===== src/rtl/cidt_pkg.sv =====
// package: shared constants, types and opcode encodings for the instruction decode and timing core
package cidt_pkg;

  // ----------------------------------------------------------------
  // widths and timing
  // ----------------------------------------------------------------
  localparam int INSTR_W = 14;
  localparam int FADDR_W = 7;
  localparam int LIT_W = 11;
  localparam int PHASE_W = 2;
  localparam int CYC_W = 2;
  localparam logic [PHASE_W-1:0] PHASE_LAST = 2'h3;
  localparam logic [PHASE_W-1:0] PHASE_RD = 2'h0;
  localparam logic [PHASE_W-1:0] PHASE_WR = 2'h2;
  localparam logic [CYC_W-1:0] CYC_ONE = 2'h1;
  localparam logic [CYC_W-1:0] CYC_TWO = 2'h2;

  // ----------------------------------------------------------------
  // opcode encodings (upper bits or, for control forms, low byte of the 14-bit word)
  // ----------------------------------------------------------------
  localparam logic [1:0] TOP_BYTE = 2'h0;
  localparam logic [1:0] TOP_BIT = 2'h1;
  localparam logic [1:0] TOP_JUMP = 2'h2;
  localparam logic [1:0] TOP_LIT = 2'h3;
  localparam logic [3:0] BYTE_CTRL = 4'h0;
  localparam logic [3:0] BYTE_DEC_SKIP = 4'hb;
  localparam logic [3:0] BYTE_INC_SKIP = 4'hf;
  localparam logic [3:0] BYTE_ROT_LEFT = 4'hd;
  localparam logic [3:0] LIT_ADD_CARRY = 4'hd;
  localparam logic [3:0] LIT_EXIT_LIT = 4'h4;
  localparam logic [3:0] LIT_PTR_MOVE = 4'hf;
  localparam logic [2:0] LIT_REL_BRANCH = 3'h1;
  localparam logic [3:0] LIT_SHIFT_LO = 4'h5;
  localparam logic [3:0] LIT_SHIFT_HI = 4'h7;
  localparam logic [3:0] LIT_SUB_BORROW = 4'hb;
  localparam logic [1:0] BIT_SKIP_ZERO = 2'h2;
  localparam logic [1:0] BIT_SKIP_ONE = 2'h3;
  localparam logic [7:0] CTRL_RET = 8'h08;
  localparam logic [7:0] CTRL_INT_EXIT = 8'h09;
  localparam logic [7:0] CTRL_CALL_ACC = 8'h0a;
  localparam logic [7:0] CTRL_BRANCH_ACC = 8'h0b;
  localparam logic [4:0] CTRL_PTR_MOVE = 5'h02;
  localparam logic [FADDR_W-1:0] IND_ACC0 = 7'h00;
  localparam logic [FADDR_W-1:0] IND_ACC1 = 7'h01;

  // ----------------------------------------------------------------
  // types
  // ----------------------------------------------------------------
  typedef enum logic [1:0] {
    CLS_BYTE = 2'h0,
    CLS_BIT = 2'h1,
    CLS_LITCTRL = 2'h2
  } cidt_class_t;

  typedef enum logic [2:0] {
    KIND_PLAIN = 3'h0,
    KIND_CALL = 3'h1,
    KIND_RETURN = 3'h2,
    KIND_BRANCH = 3'h3,
    KIND_SKIP = 3'h4
  } cidt_kind_t;

  typedef enum logic [1:0] {
    ALU_OTHER = 2'h0,
    ALU_ADD_CARRY = 2'h1,
    ALU_ROT_LEFT_CARRY = 2'h2
  } cidt_alu_t;

  typedef enum logic [1:0] {
    MODE_PRE_INC = 2'h0,
    MODE_PRE_DEC = 2'h1,
    MODE_POST_INC = 2'h2,
    MODE_POST_DEC = 2'h3
  } cidt_ptr_mode_t;

  // flag update mask bit positions
  localparam int FLG_CARRY = 2;
  localparam int FLG_HALF_CARRY = 1;
  localparam int FLG_ZERO = 0;

  typedef struct packed {
    cidt_class_t cls;
    cidt_kind_t kind;
    cidt_alu_t alu;
    logic [FADDR_W-1:0] file_addr;
    logic file_ref;
    logic dest_file;
    logic [2:0] bit_pos;
    logic [LIT_W-1:0] literal;
    logic indirect;
    logic ptr_num;
    cidt_ptr_mode_t ptr_mode;
    logic [2:0] flag_upd;
  } cidt_dec_t;

endpackage


===== src/rtl/cidt_phase_gen.sv =====
// four-phase clock-enable sequencer that slices each instruction cycle
`timescale 1ns/1ns
module cidt_phase_gen
  import cidt_pkg::*;
(
  // clock and reset
  input wire logic core_clk_i,
  input wire logic rstn_i,
  input wire logic ce_i,
  // phase outputs
  output logic [PHASE_W-1:0] phase_o,
  output logic last_o
);

  // ----------------------------------------------------------------
  // phase counter
  // ----------------------------------------------------------------
  logic [PHASE_W-1:0] phase_q;
  logic [PHASE_W-1:0] phase_d;

  // four oscillator cycles make one instruction cycle
  assign phase_d = phase_q + 2'h1;

  always_ff @(posedge core_clk_i or negedge rstn_i) begin
    if (!rstn_i) begin
      phase_q <= '0;
    end else if (ce_i) begin
      phase_q <= phase_d;
    end
  end

  assign phase_o = phase_q;
  assign last_o = (phase_q == PHASE_LAST);

endmodule


===== src/rtl/cidt_decoder.sv =====
// instruction fetch, decode and cycle timing for the 8-bit core
//
// Behaviour
// - decode the 50-instruction set, each a single 14-bit word with operands
// - classify opcodes as byte-oriented, bit-oriented or literal-and-control
// - instructions take one instruction cycle unless listed as multi-cycle
// - direct and accumulator-target subroutine calls take two cycles
// - subroutine return, literal return and interrupt exit take two cycles
// - jumps, branches, bit-test skips and count-skip-zero take two cycles
// - indirect access adds one cycle when the pointer addresses program memory
// - one instruction cycle is four oscillator cycles
// - every file-register instruction except the bit-test skips does read, modify, then store
// - the addressed register is read even when the result only writes it
// - destination bit zero stores to accumulator, one stores to file register
// - file address field selects register 0x00 to 0x7f of the bank
// - bit field selects one of eight bits of the file register
// - pointer number picks one of two pointer and indirect register pairs
// - two-bit mode picks pre/post increment or decrement of the pointer
// - don't-care bits are ignored, either value accepted
// - add-with-carry is byte form 11 1101, updates carry, half carry, zero
// - rotate-left-through-carry is 00 1101 and changes only carry
`timescale 1ns/1ns
module cidt_decoder
  import cidt_pkg::*;
#(
  parameter int EXTRA_IND_CYC = 1
) (
  // clock, reset and enable
  input wire logic core_clk_i,
  input wire logic rstn_i,
  input wire logic ce_i,
  // program memory
  input wire logic [INSTR_W-1:0] instr_i,
  output logic fetch_o,
  // pointer status from the data path, one bit per pointer
  input wire logic [1:0] ptr_in_prog_i,
  // decoded instruction
  output cidt_dec_t dec_o,
  output logic dec_valid_o,
  // read-modify-write strobes
  output logic file_rd_o,
  output logic file_wr_o,
  output logic acc_wr_o,
  // timing status
  output logic [PHASE_W-1:0] phase_o,
  output logic [CYC_W-1:0] cycles_o,
  output logic stall_o
);

  // ----------------------------------------------------------------
  // phase sequencer
  // ----------------------------------------------------------------
  logic [PHASE_W-1:0] phase_w;
  logic last_w;

  cidt_phase_gen u_phase (
    .core_clk_i(core_clk_i),
    .rstn_i(rstn_i),
    .ce_i(ce_i),
    .phase_o(phase_w),
    .last_o(last_w)
  );

  // ----------------------------------------------------------------
  // decode function
  // ----------------------------------------------------------------
  function automatic cidt_dec_t decode(input logic [INSTR_W-1:0] w);
    cidt_dec_t r;
    logic [1:0] top;
    logic [3:0] sub;
    r = '0;
    top = w[13:12];
    sub = w[11:8];
    r.file_addr = w[6:0];
    r.bit_pos = w[9:7];
    r.literal = w[10:0];
    r.ptr_num = w[2];
    r.ptr_mode = cidt_ptr_mode_t'(w[1:0]);
    unique case (top)
      TOP_BYTE: begin
        if (sub == BYTE_CTRL && !w[7]) begin
          r.cls = CLS_LITCTRL;
          // call, return and branch forms must match the whole low byte; none of its bits is don't-care
          if (w[7:0] == CTRL_CALL_ACC) begin
            r.kind = KIND_CALL;
          end else if (w[7:0] == CTRL_RET || w[7:0] == CTRL_INT_EXIT) begin
            r.kind = KIND_RETURN;
          end else if (w[7:0] == CTRL_BRANCH_ACC) begin
            r.kind = KIND_BRANCH;
          end else if (w[7:3] == CTRL_PTR_MOVE) begin
            r.indirect = 1'b1;
          end
        end else begin
          r.cls = CLS_BYTE;
          r.file_ref = 1'b1;
          r.dest_file = w[7];
          r.flag_upd[FLG_ZERO] = 1'b1;
          if (sub == BYTE_DEC_SKIP || sub == BYTE_INC_SKIP) begin
            r.kind = KIND_SKIP;
            r.flag_upd = '0;
          end
          if (sub == BYTE_ROT_LEFT) begin
            r.alu = ALU_ROT_LEFT_CARRY;
            r.flag_upd = 3'h0;
            r.flag_upd[FLG_CARRY] = 1'b1;
          end
          // clear-accumulator form leaves its low seven bits free
          if (sub == 4'h1 && !w[7]) begin
            r.file_ref = 1'b0;
            // its low bits are free, so no decoded field may carry them out
            r.file_addr = '0;
            r.literal = '0;
            r.ptr_num = 1'b0;
            r.ptr_mode = MODE_PRE_INC;
          end
        end
      end
      TOP_BIT: begin
        r.cls = CLS_BIT;
        r.file_ref = 1'b1;
        if (w[11:10] == BIT_SKIP_ZERO || w[11:10] == BIT_SKIP_ONE) begin
          r.kind = KIND_SKIP;
        end else begin
          r.dest_file = 1'b1;
        end
      end
      TOP_JUMP: begin
        r.cls = CLS_LITCTRL;
        r.kind = w[11] ? KIND_BRANCH : KIND_CALL;
      end
      default: begin
        if (sub == LIT_ADD_CARRY || sub == LIT_SUB_BORROW
            || (sub >= LIT_SHIFT_LO && sub <= LIT_SHIFT_HI)) begin
          r.cls = CLS_BYTE;
          r.file_ref = 1'b1;
          r.dest_file = w[7];
          r.flag_upd[FLG_ZERO] = 1'b1;
          r.flag_upd[FLG_CARRY] = 1'b1;
          if (sub == LIT_ADD_CARRY) begin
            r.alu = ALU_ADD_CARRY;
            r.flag_upd[FLG_HALF_CARRY] = 1'b1;
          end
        end else begin
          r.cls = CLS_LITCTRL;
          if (sub == LIT_EXIT_LIT) begin
            r.kind = KIND_RETURN;
          end else if (sub[3:1] == LIT_REL_BRANCH) begin
            r.kind = KIND_BRANCH;
          end else if (sub == LIT_PTR_MOVE) begin
            r.indirect = 1'b1;
            r.ptr_num = w[6];
          end
        end
      end
    endcase
    // file operand naming either indirect access register goes via a pointer
    if (r.file_ref && (r.file_addr == IND_ACC0 || r.file_addr == IND_ACC1)) begin
      r.indirect = 1'b1;
      r.ptr_num = r.file_addr[0];
    end
    return r;
  endfunction

  // ----------------------------------------------------------------
  // cycle count
  // ----------------------------------------------------------------
  function automatic logic [CYC_W-1:0] cycle_count(input cidt_dec_t d,
                                                   input logic [1:0] prog);
    logic [CYC_W-1:0] n;
    n = (d.kind == KIND_PLAIN) ? CYC_ONE : CYC_TWO;
    // a pointer into program memory needs a slow program-memory read
    if (d.indirect && prog[d.ptr_num]) begin
      n = n + CYC_W'(EXTRA_IND_CYC);
    end
    return n;
  endfunction

  // ----------------------------------------------------------------
  // sequencer state
  // ----------------------------------------------------------------
  typedef enum logic [1:0] {
    ST_FETCH = 2'h0,
    ST_EXEC = 2'h1,
    ST_STALL = 2'h3
  } cidt_state_t;

  cidt_state_t state_q;
  cidt_state_t state_d;
  cidt_dec_t dec_q;
  cidt_dec_t dec_d;
  cidt_dec_t dec_new;
  logic [CYC_W-1:0] left_q;
  logic [CYC_W-1:0] left_d;
  logic [CYC_W-1:0] cyc_new;
  logic [CYC_W-1:0] cycles_q;
  logic [CYC_W-1:0] cycles_d;
  logic first_q;
  logic first_d;
  logic take_w;
  logic adv_w;

  assign dec_new = decode(instr_i);
  assign cyc_new = cycle_count(dec_new, ptr_in_prog_i);
  assign adv_w = ce_i && last_w;
  // a new word is taken only when the previous instruction's cycles are spent
  assign take_w = adv_w && (left_q <= CYC_ONE);

  always_comb begin
    state_d = state_q;
    left_d = left_q;
    dec_d = dec_q;
    cycles_d = cycles_q;
    first_d = first_q;
    if (adv_w) begin
      first_d = 1'b0;
      unique case (state_q)
        ST_FETCH, ST_EXEC, ST_STALL: begin
          if (take_w) begin
            dec_d = dec_new;
            left_d = cyc_new;
            cycles_d = cyc_new;
            first_d = 1'b1;
            state_d = ST_EXEC;
          end else begin
            left_d = left_q - CYC_ONE;
            state_d = ST_STALL;
          end
        end
      endcase
    end
  end

  // ----------------------------------------------------------------
  // read-modify-write strobes
  // ----------------------------------------------------------------
  logic rd_d;
  logic wr_d;
  logic acc_d;
  logic fetch_d;
  logic valid_d;
  logic stall_d;
  logic dec_live;

  assign dec_live = ce_i && first_q && (state_q == ST_EXEC);
  // read in the first quarter even for store-only forms
  assign rd_d = dec_live && (phase_w == PHASE_RD) && dec_q.file_ref;
  assign wr_d = dec_live && (phase_w == PHASE_WR) && dec_q.file_ref
                && dec_q.dest_file;
  // clear-accumulator and count-skip forms with d low also land in the accumulator
  assign acc_d = dec_live && (phase_w == PHASE_WR) && !dec_q.dest_file
                 && dec_q.cls == CLS_BYTE;
  assign fetch_d = take_w;
  assign valid_d = (state_d == ST_EXEC);
  assign stall_d = (state_d == ST_STALL);

  // ----------------------------------------------------------------
  // registers
  // ----------------------------------------------------------------
  always_ff @(posedge core_clk_i or negedge rstn_i) begin
    if (!rstn_i) begin
      state_q <= ST_FETCH;
      left_q <= '0;
      dec_q <= '0;
      cycles_q <= '0;
      first_q <= 1'b0;
    end else begin
      state_q <= state_d;
      left_q <= left_d;
      dec_q <= dec_d;
      cycles_q <= cycles_d;
      first_q <= first_d;
    end
  end

  logic file_rd_q;
  logic file_wr_q;
  logic acc_wr_q;
  logic fetch_q;
  logic valid_q;
  logic stall_q;
  logic [PHASE_W-1:0] phase_q;

  always_ff @(posedge core_clk_i or negedge rstn_i) begin
    if (!rstn_i) begin
      file_rd_q <= 1'b0;
      file_wr_q <= 1'b0;
      acc_wr_q <= 1'b0;
      fetch_q <= 1'b0;
      valid_q <= 1'b0;
      stall_q <= 1'b0;
      phase_q <= '0;
    end else if (ce_i) begin
      file_rd_q <= rd_d;
      file_wr_q <= wr_d;
      acc_wr_q <= acc_d;
      fetch_q <= fetch_d;
      valid_q <= valid_d;
      stall_q <= stall_d;
      phase_q <= phase_w;
    end
  end

  // ----------------------------------------------------------------
  // outputs
  // ----------------------------------------------------------------
  assign dec_o = dec_q;
  assign cycles_o = cycles_q;
  assign file_rd_o = file_rd_q;
  assign file_wr_o = file_wr_q;
  assign acc_wr_o = acc_wr_q;
  assign fetch_o = fetch_q;
  assign dec_valid_o = valid_q;
  assign stall_o = stall_q;
  assign phase_o = phase_q;

endmodule


===== config.mk =====
export PLATFORM = sky130hd
export DESIGN_NAME = cidt_decoder
export DESIGN_NICKNAME = d
export VERILOG_FILES = /design/src/rtl/cidt_pkg.sv /design/src/rtl/cidt_phase_gen.sv /design/src/rtl/cidt_decoder.sv
export SDC_FILE = /design/constraint.sdc
export NUM_CORES = 1
export LEC_CHECK = 0
export BUFFER_PORTS_ARGS = -buffer_cell sky130_fd_sc_hd__buf_2
export CAP_MARGIN = 5
export CORE_ASPECT_RATIO = 1.4
export CORE_MARGIN = 10
export CORE_UTILIZATION = 48
export CTS_BUF_LIST = sky130_fd_sc_hd__clkbuf_4
export CTS_CLUSTER_DIAMETER = 40
export CTS_CLUSTER_SIZE = 16
export DETAILED_ROUTE_END_ITERATION = 16
export PLACE_DENSITY = 0.79
export SYNTH_ARGS = -nofsm -noshare
export SYNTH_HDL_FRONTEND = slang
export SYNTH_SLANG_ARGS = --single-unit
export TNS_END_PERCENT = 100

===== constraint.sdc =====
create_clock -name core_clk_i -period 1.7 [get_ports core_clk_i]
set_clock_uncertainty 0.05 [all_clocks]
set_input_delay 0.255 -clock core_clk_i [delete_from_list [all_inputs] [get_ports core_clk_i]]
set_output_delay 0.255 -clock core_clk_i [all_outputs]
set_load 0.02 [all_outputs]

==> impl_summary.txt <==
----------------------------------------------------
[CTS]
  Sink Count ... 44
  Maximum clock insertion buffer count ... 2
  TritonCTS clock tree ... done
  H-tree levels ... 2
  TritonCTS buffer count ... 5
  Clk pin slew, worst setup/hold paths ... between 0.1 and 0.15 ns
  Clk Latency, worst-skew pair ... 0.36 ns
  Cell chosen for the clock root ... clkbuf_4

[Synthesis]
  Cell area after synthesis ... 2300 sq um
  Largest area contributor in the synthesized netlist ... dfrtp_1
  Post-synthesis net count ... 270
  Number of enable-type register cells in the synthesized netlist ... 0
  Leading cell types by total area after synthesis ... dfrtp_1 48%, nand2_1 7.5%, ha_1 4.9%
  Avg Inst Size Synth ... approximately 9.5 sq um
  Fraction of synthesized cell area taken by the top area cell type ... 47.8%
  Netlist cell types ... between 40 and 50
  Warnings from Yosys ... 0
  Count of state elements after synthesis ... 44
  Post-synthesis async set-or-reset flop share ... 100%
  Gate Count Post-Synth ... approximately 240
  Leading cell types by count after synthesis ... 46 x nand2_1, 44 x dfrtp_1, 15 x o21ai_0
  Post-synth top flop ... dfrtp_1
  Sequential-to-total area share from yosys stat ... a little under half
  Library cell with the highest instance count after synthesis ... nand2_1

[Placed design]
  DP Wirelength ... about 4800 microns
  Placed Area ... between 2000 and 3000 sq um
  Final weighted congestion in routability-driven placement ... between 0.9 and 1
  Count of buffers from port buffering ... 65

[Pwr]
  Clock network fraction of design power ... ~15%
  Switching fraction of total power ... 42.1%
  NetSw ... approximately 1.9 mW
  Sequential cell fraction of total power ... a little under two fifths
  Power share of the combinational group ... between 40% and 50%
  Maximum vdd drop ... between 0.001 and 0.0015 V
  Internal power contribution ... about 2.7 mW
  Power Total ... between 4 and 5 mW
  Power Dens Cells ... around 1500 nW/um^2
  Pleak ... around 1.6 nW

[Finish]
  Final non-filler cell area ... between 3000 and 4000 sq um
  Proportion of layout cells with a drive suffix above 1 ... between 40 and 50%
  Layout fillers ... ~400
  Inserted Diodes ... 0
  Synthesis-to-layout area growth ... 37.2%
  Number of nets at the end of the flow ... between 300 and 400

[Status]
  Result of the run ... finished with violations
  Failing checks ... negative setup slack

[Drt]
  DRC marker count from the first detailed-route iteration ... 90
  Met1 wire length ... around 2300 microns
  Top routing layer used ... met4
  Routed wirelength normalized by instance count ... ~15 microns
  Number of antenna-violating nets in the routed design ... 0
  Detailed-route DRC error count ... 0
  Via density per instance ... ~5.1
  Final routed wirelength across all metal layers ... ~6000 microns
  Routed length on met2 ... around 3300 microns
  WL met3 ... approximately 250 microns
  Detailed Routing Iterations Pass 1 ... 4
  Total via count in the routed design ... around 2.1k

[Timing]
  Achievable frequency ... approximately 580 MHz
  Number of endpoints failing setup at the final stage ... 1
  Final period demand of the worst path ... around 1.7 ns
  Final critical-path setup slack ... -0.0280 ns
  Number of hold violations in the final report ... 0
  Part of the cycle the worst path needs ... 102%
  Unrepaired setup endpoints after global routing ... true
  Worst-margin pin slew ... ~0.53 ns
  Max_slew headroom ... 64.4%
  Final number of max-transition violations ... 0
  Min Hold Slack ... roughly 0.076 ns

[Worst setup path]
  Cell repeated most along the worst path ... nand2_2
  Worst Path Buf+Inv ... 2
  Cell at the slowest stage of the critical path ... o311a_1
  Maximum cell stage delay along the critical path ... 0.35 ns
  Critical path cell sequence ... buf_2, inv_1, ha_2, a21boi_1, o311a_1, mux2i_1, o22a_1, ha_4, nand2_2, nand2_2, o21ai_2
  Crit. End Element ... flop
  CP Launch Type ... primary input
  CP max FO ... 6
  Data required, critical path ... approximately 1.9 ns
  Top Family by Delay on Critical Path ... compound AO/OA/AOI/OAI gates
  Critical path start-end classification ... primary input to flop
  Worst endpoint data arrival time ... slightly below 2 ns

[Global routing]
  Wire length of the first global-routing pass ... 9910 microns
  Vias in the first global route ... 2191
  Number of antenna violations at the first check in global routing ... 0
  Maximum number of pins on one net before global-route repair ... 45
  Global Route Usage Sum ... roughly 15%
  Global-route congestion overflow total ... 0

[Floorplanning]
  Starting density of the core ... roughly half
  Die Height ... slightly above 100 microns
  Count of standard-cell rows ... 29
  Die X ... just under 80 microns
  Core ar. ... 4610 sq um
  # IOs ... 66
  Die Footprint ... 8010 sq um

[Worst hold path]
  Worst min-delay path class ... primary input to flop

[Flow run]
  Total of max-cap violations ... 0

----------------------------------------------------
-- routing by layer --
metal / vias up / track usage, %
met5: - / 0
met3: 14 / 3.60
met2: 53 / 28.0
met1: 998 / 15.7
li1: 1022 / -
met4: 0 / 5.67
-- logic make-up (layout without fill, tap and decap cells) --
kind of cell	count (synthesis)	in the layout	synth area share, %
mux	6	6	2.88
compound gates	50	50	15.3
buf+inv	37	139	8.31
simple gates	95	95	20.5
flops	44	44	47.8
xor+xnor	1	1	0.380
fa+ha+maj	9	9	4.89
-- worst paths after layout --
kind                                   from        end  slack [ns]  depth (start not counted)
worst max-delay path            instr_i[12]  left_q[0]       -0.03                         11
worst min-delay path             instr_i[5]  dec_o[28]        0.08                          2
worst max register to register    left_q[1]  dec_o[18]        0.02                          9
worst min register to register    dec_o[20]  dec_o[20]        0.43                          2
max in group asynchronous            rstn_i   dec_o[5]        0.81                          3
min in group asynchronous            rstn_i   dec_o[6]        0.43                          3
-- area by class of cell --
type	count	area [sq um]	area share (%)
Multi-Input combinational cell	161	1090	34.6
Clock buffer	5	37.5	1.19
Clock inverter	3	46.3	1.46
Inverter	13	48.8	1.54
Sequential cell	44	1100	34.8
Tap cell	62	77.6	2.45
Timing Repair Buffer	118	757	23.9
-- worst reg2reg max path: cells and delay by family (launching register included) --
kind,cells,cell delay (ns)
buf+inv,3,0.40
flops,1,0.41
simple gates,4,0.56
fa+ha+maj,1,0.14
compound gates,1,0.05
-- through the flow --
step                worst slack, ns  utilization (%)  cells  TNS, ns
floorplan                    -0.326                -    242    -1.02
global placement             -0.456             64.1    394    -1.82
detailed placement           -0.559             64.1    394    -2.51
CTS                         -0.0588             66.7    405  -0.0588
global route                -0.0981             68.6    406   -0.567
finish                      -0.0280             68.6    406  -0.0280
-- sequential cells by signal, indices dropped and copies added (netlist names) --
name and cells:
state_q 2, u_phase.phase_o 2, stall_o 1, file_rd_o 1
acc_wr_o 1, dec_valid_o 1, left_q 2, first_q 1
fetch_o 1, file_wr_o 1, cycles_o 2, dec_o 27
phase_o 2
-- what timing repair did --
item,4_1_cts,5_1_grt
gates resized for setup,3,21
hold endpoints to repair,44,0
endpoints found under the setup margin,4,18
setup buffers,2,1
pin swaps,3,7
hold buffers,1,0
-- power groups by stage --
stage,logic (mW),registers (mW),clock network (mW)
after floorplan,1.00,2.15,0
after global placement,2.07,1.73,0
after detailed placement,2.12,1.75,0
after CTS,2.14,1.72,0.688
after global routing,2.40,1.78,0.732
final,2.19,1.72,0.679
-- cell usage in the layout, fill, tap and decap left out, types with 3 or more instances in the layout --
| cell | count |
|---|---|
| buf_2 | 63 |
| buf_4 | 49 |
| nand2_1 | 44 |
| dfrtp_1 | 44 |
| nor2_1 | 13 |
| inv_1 | 12 |
| o21ai_0 | 12 |
| nand2b_1 | 7 |
| a22o_1 | 7 |
| nor2b_1 | 5 |
| ha_1 | 5 |
| clkbuf_4 | 5 |
| nand3_1 | 4 |
| mux2_2 | 4 |
| nor3b_1 | 3 |
| a31oi_1 | 3 |
| nand4_1 | 3 |
| o22ai_1 | 3 |
| ha_4 | 3 |
| buf_6 | 3 |
Note: power is estimated with default switching activity, not from simulation.
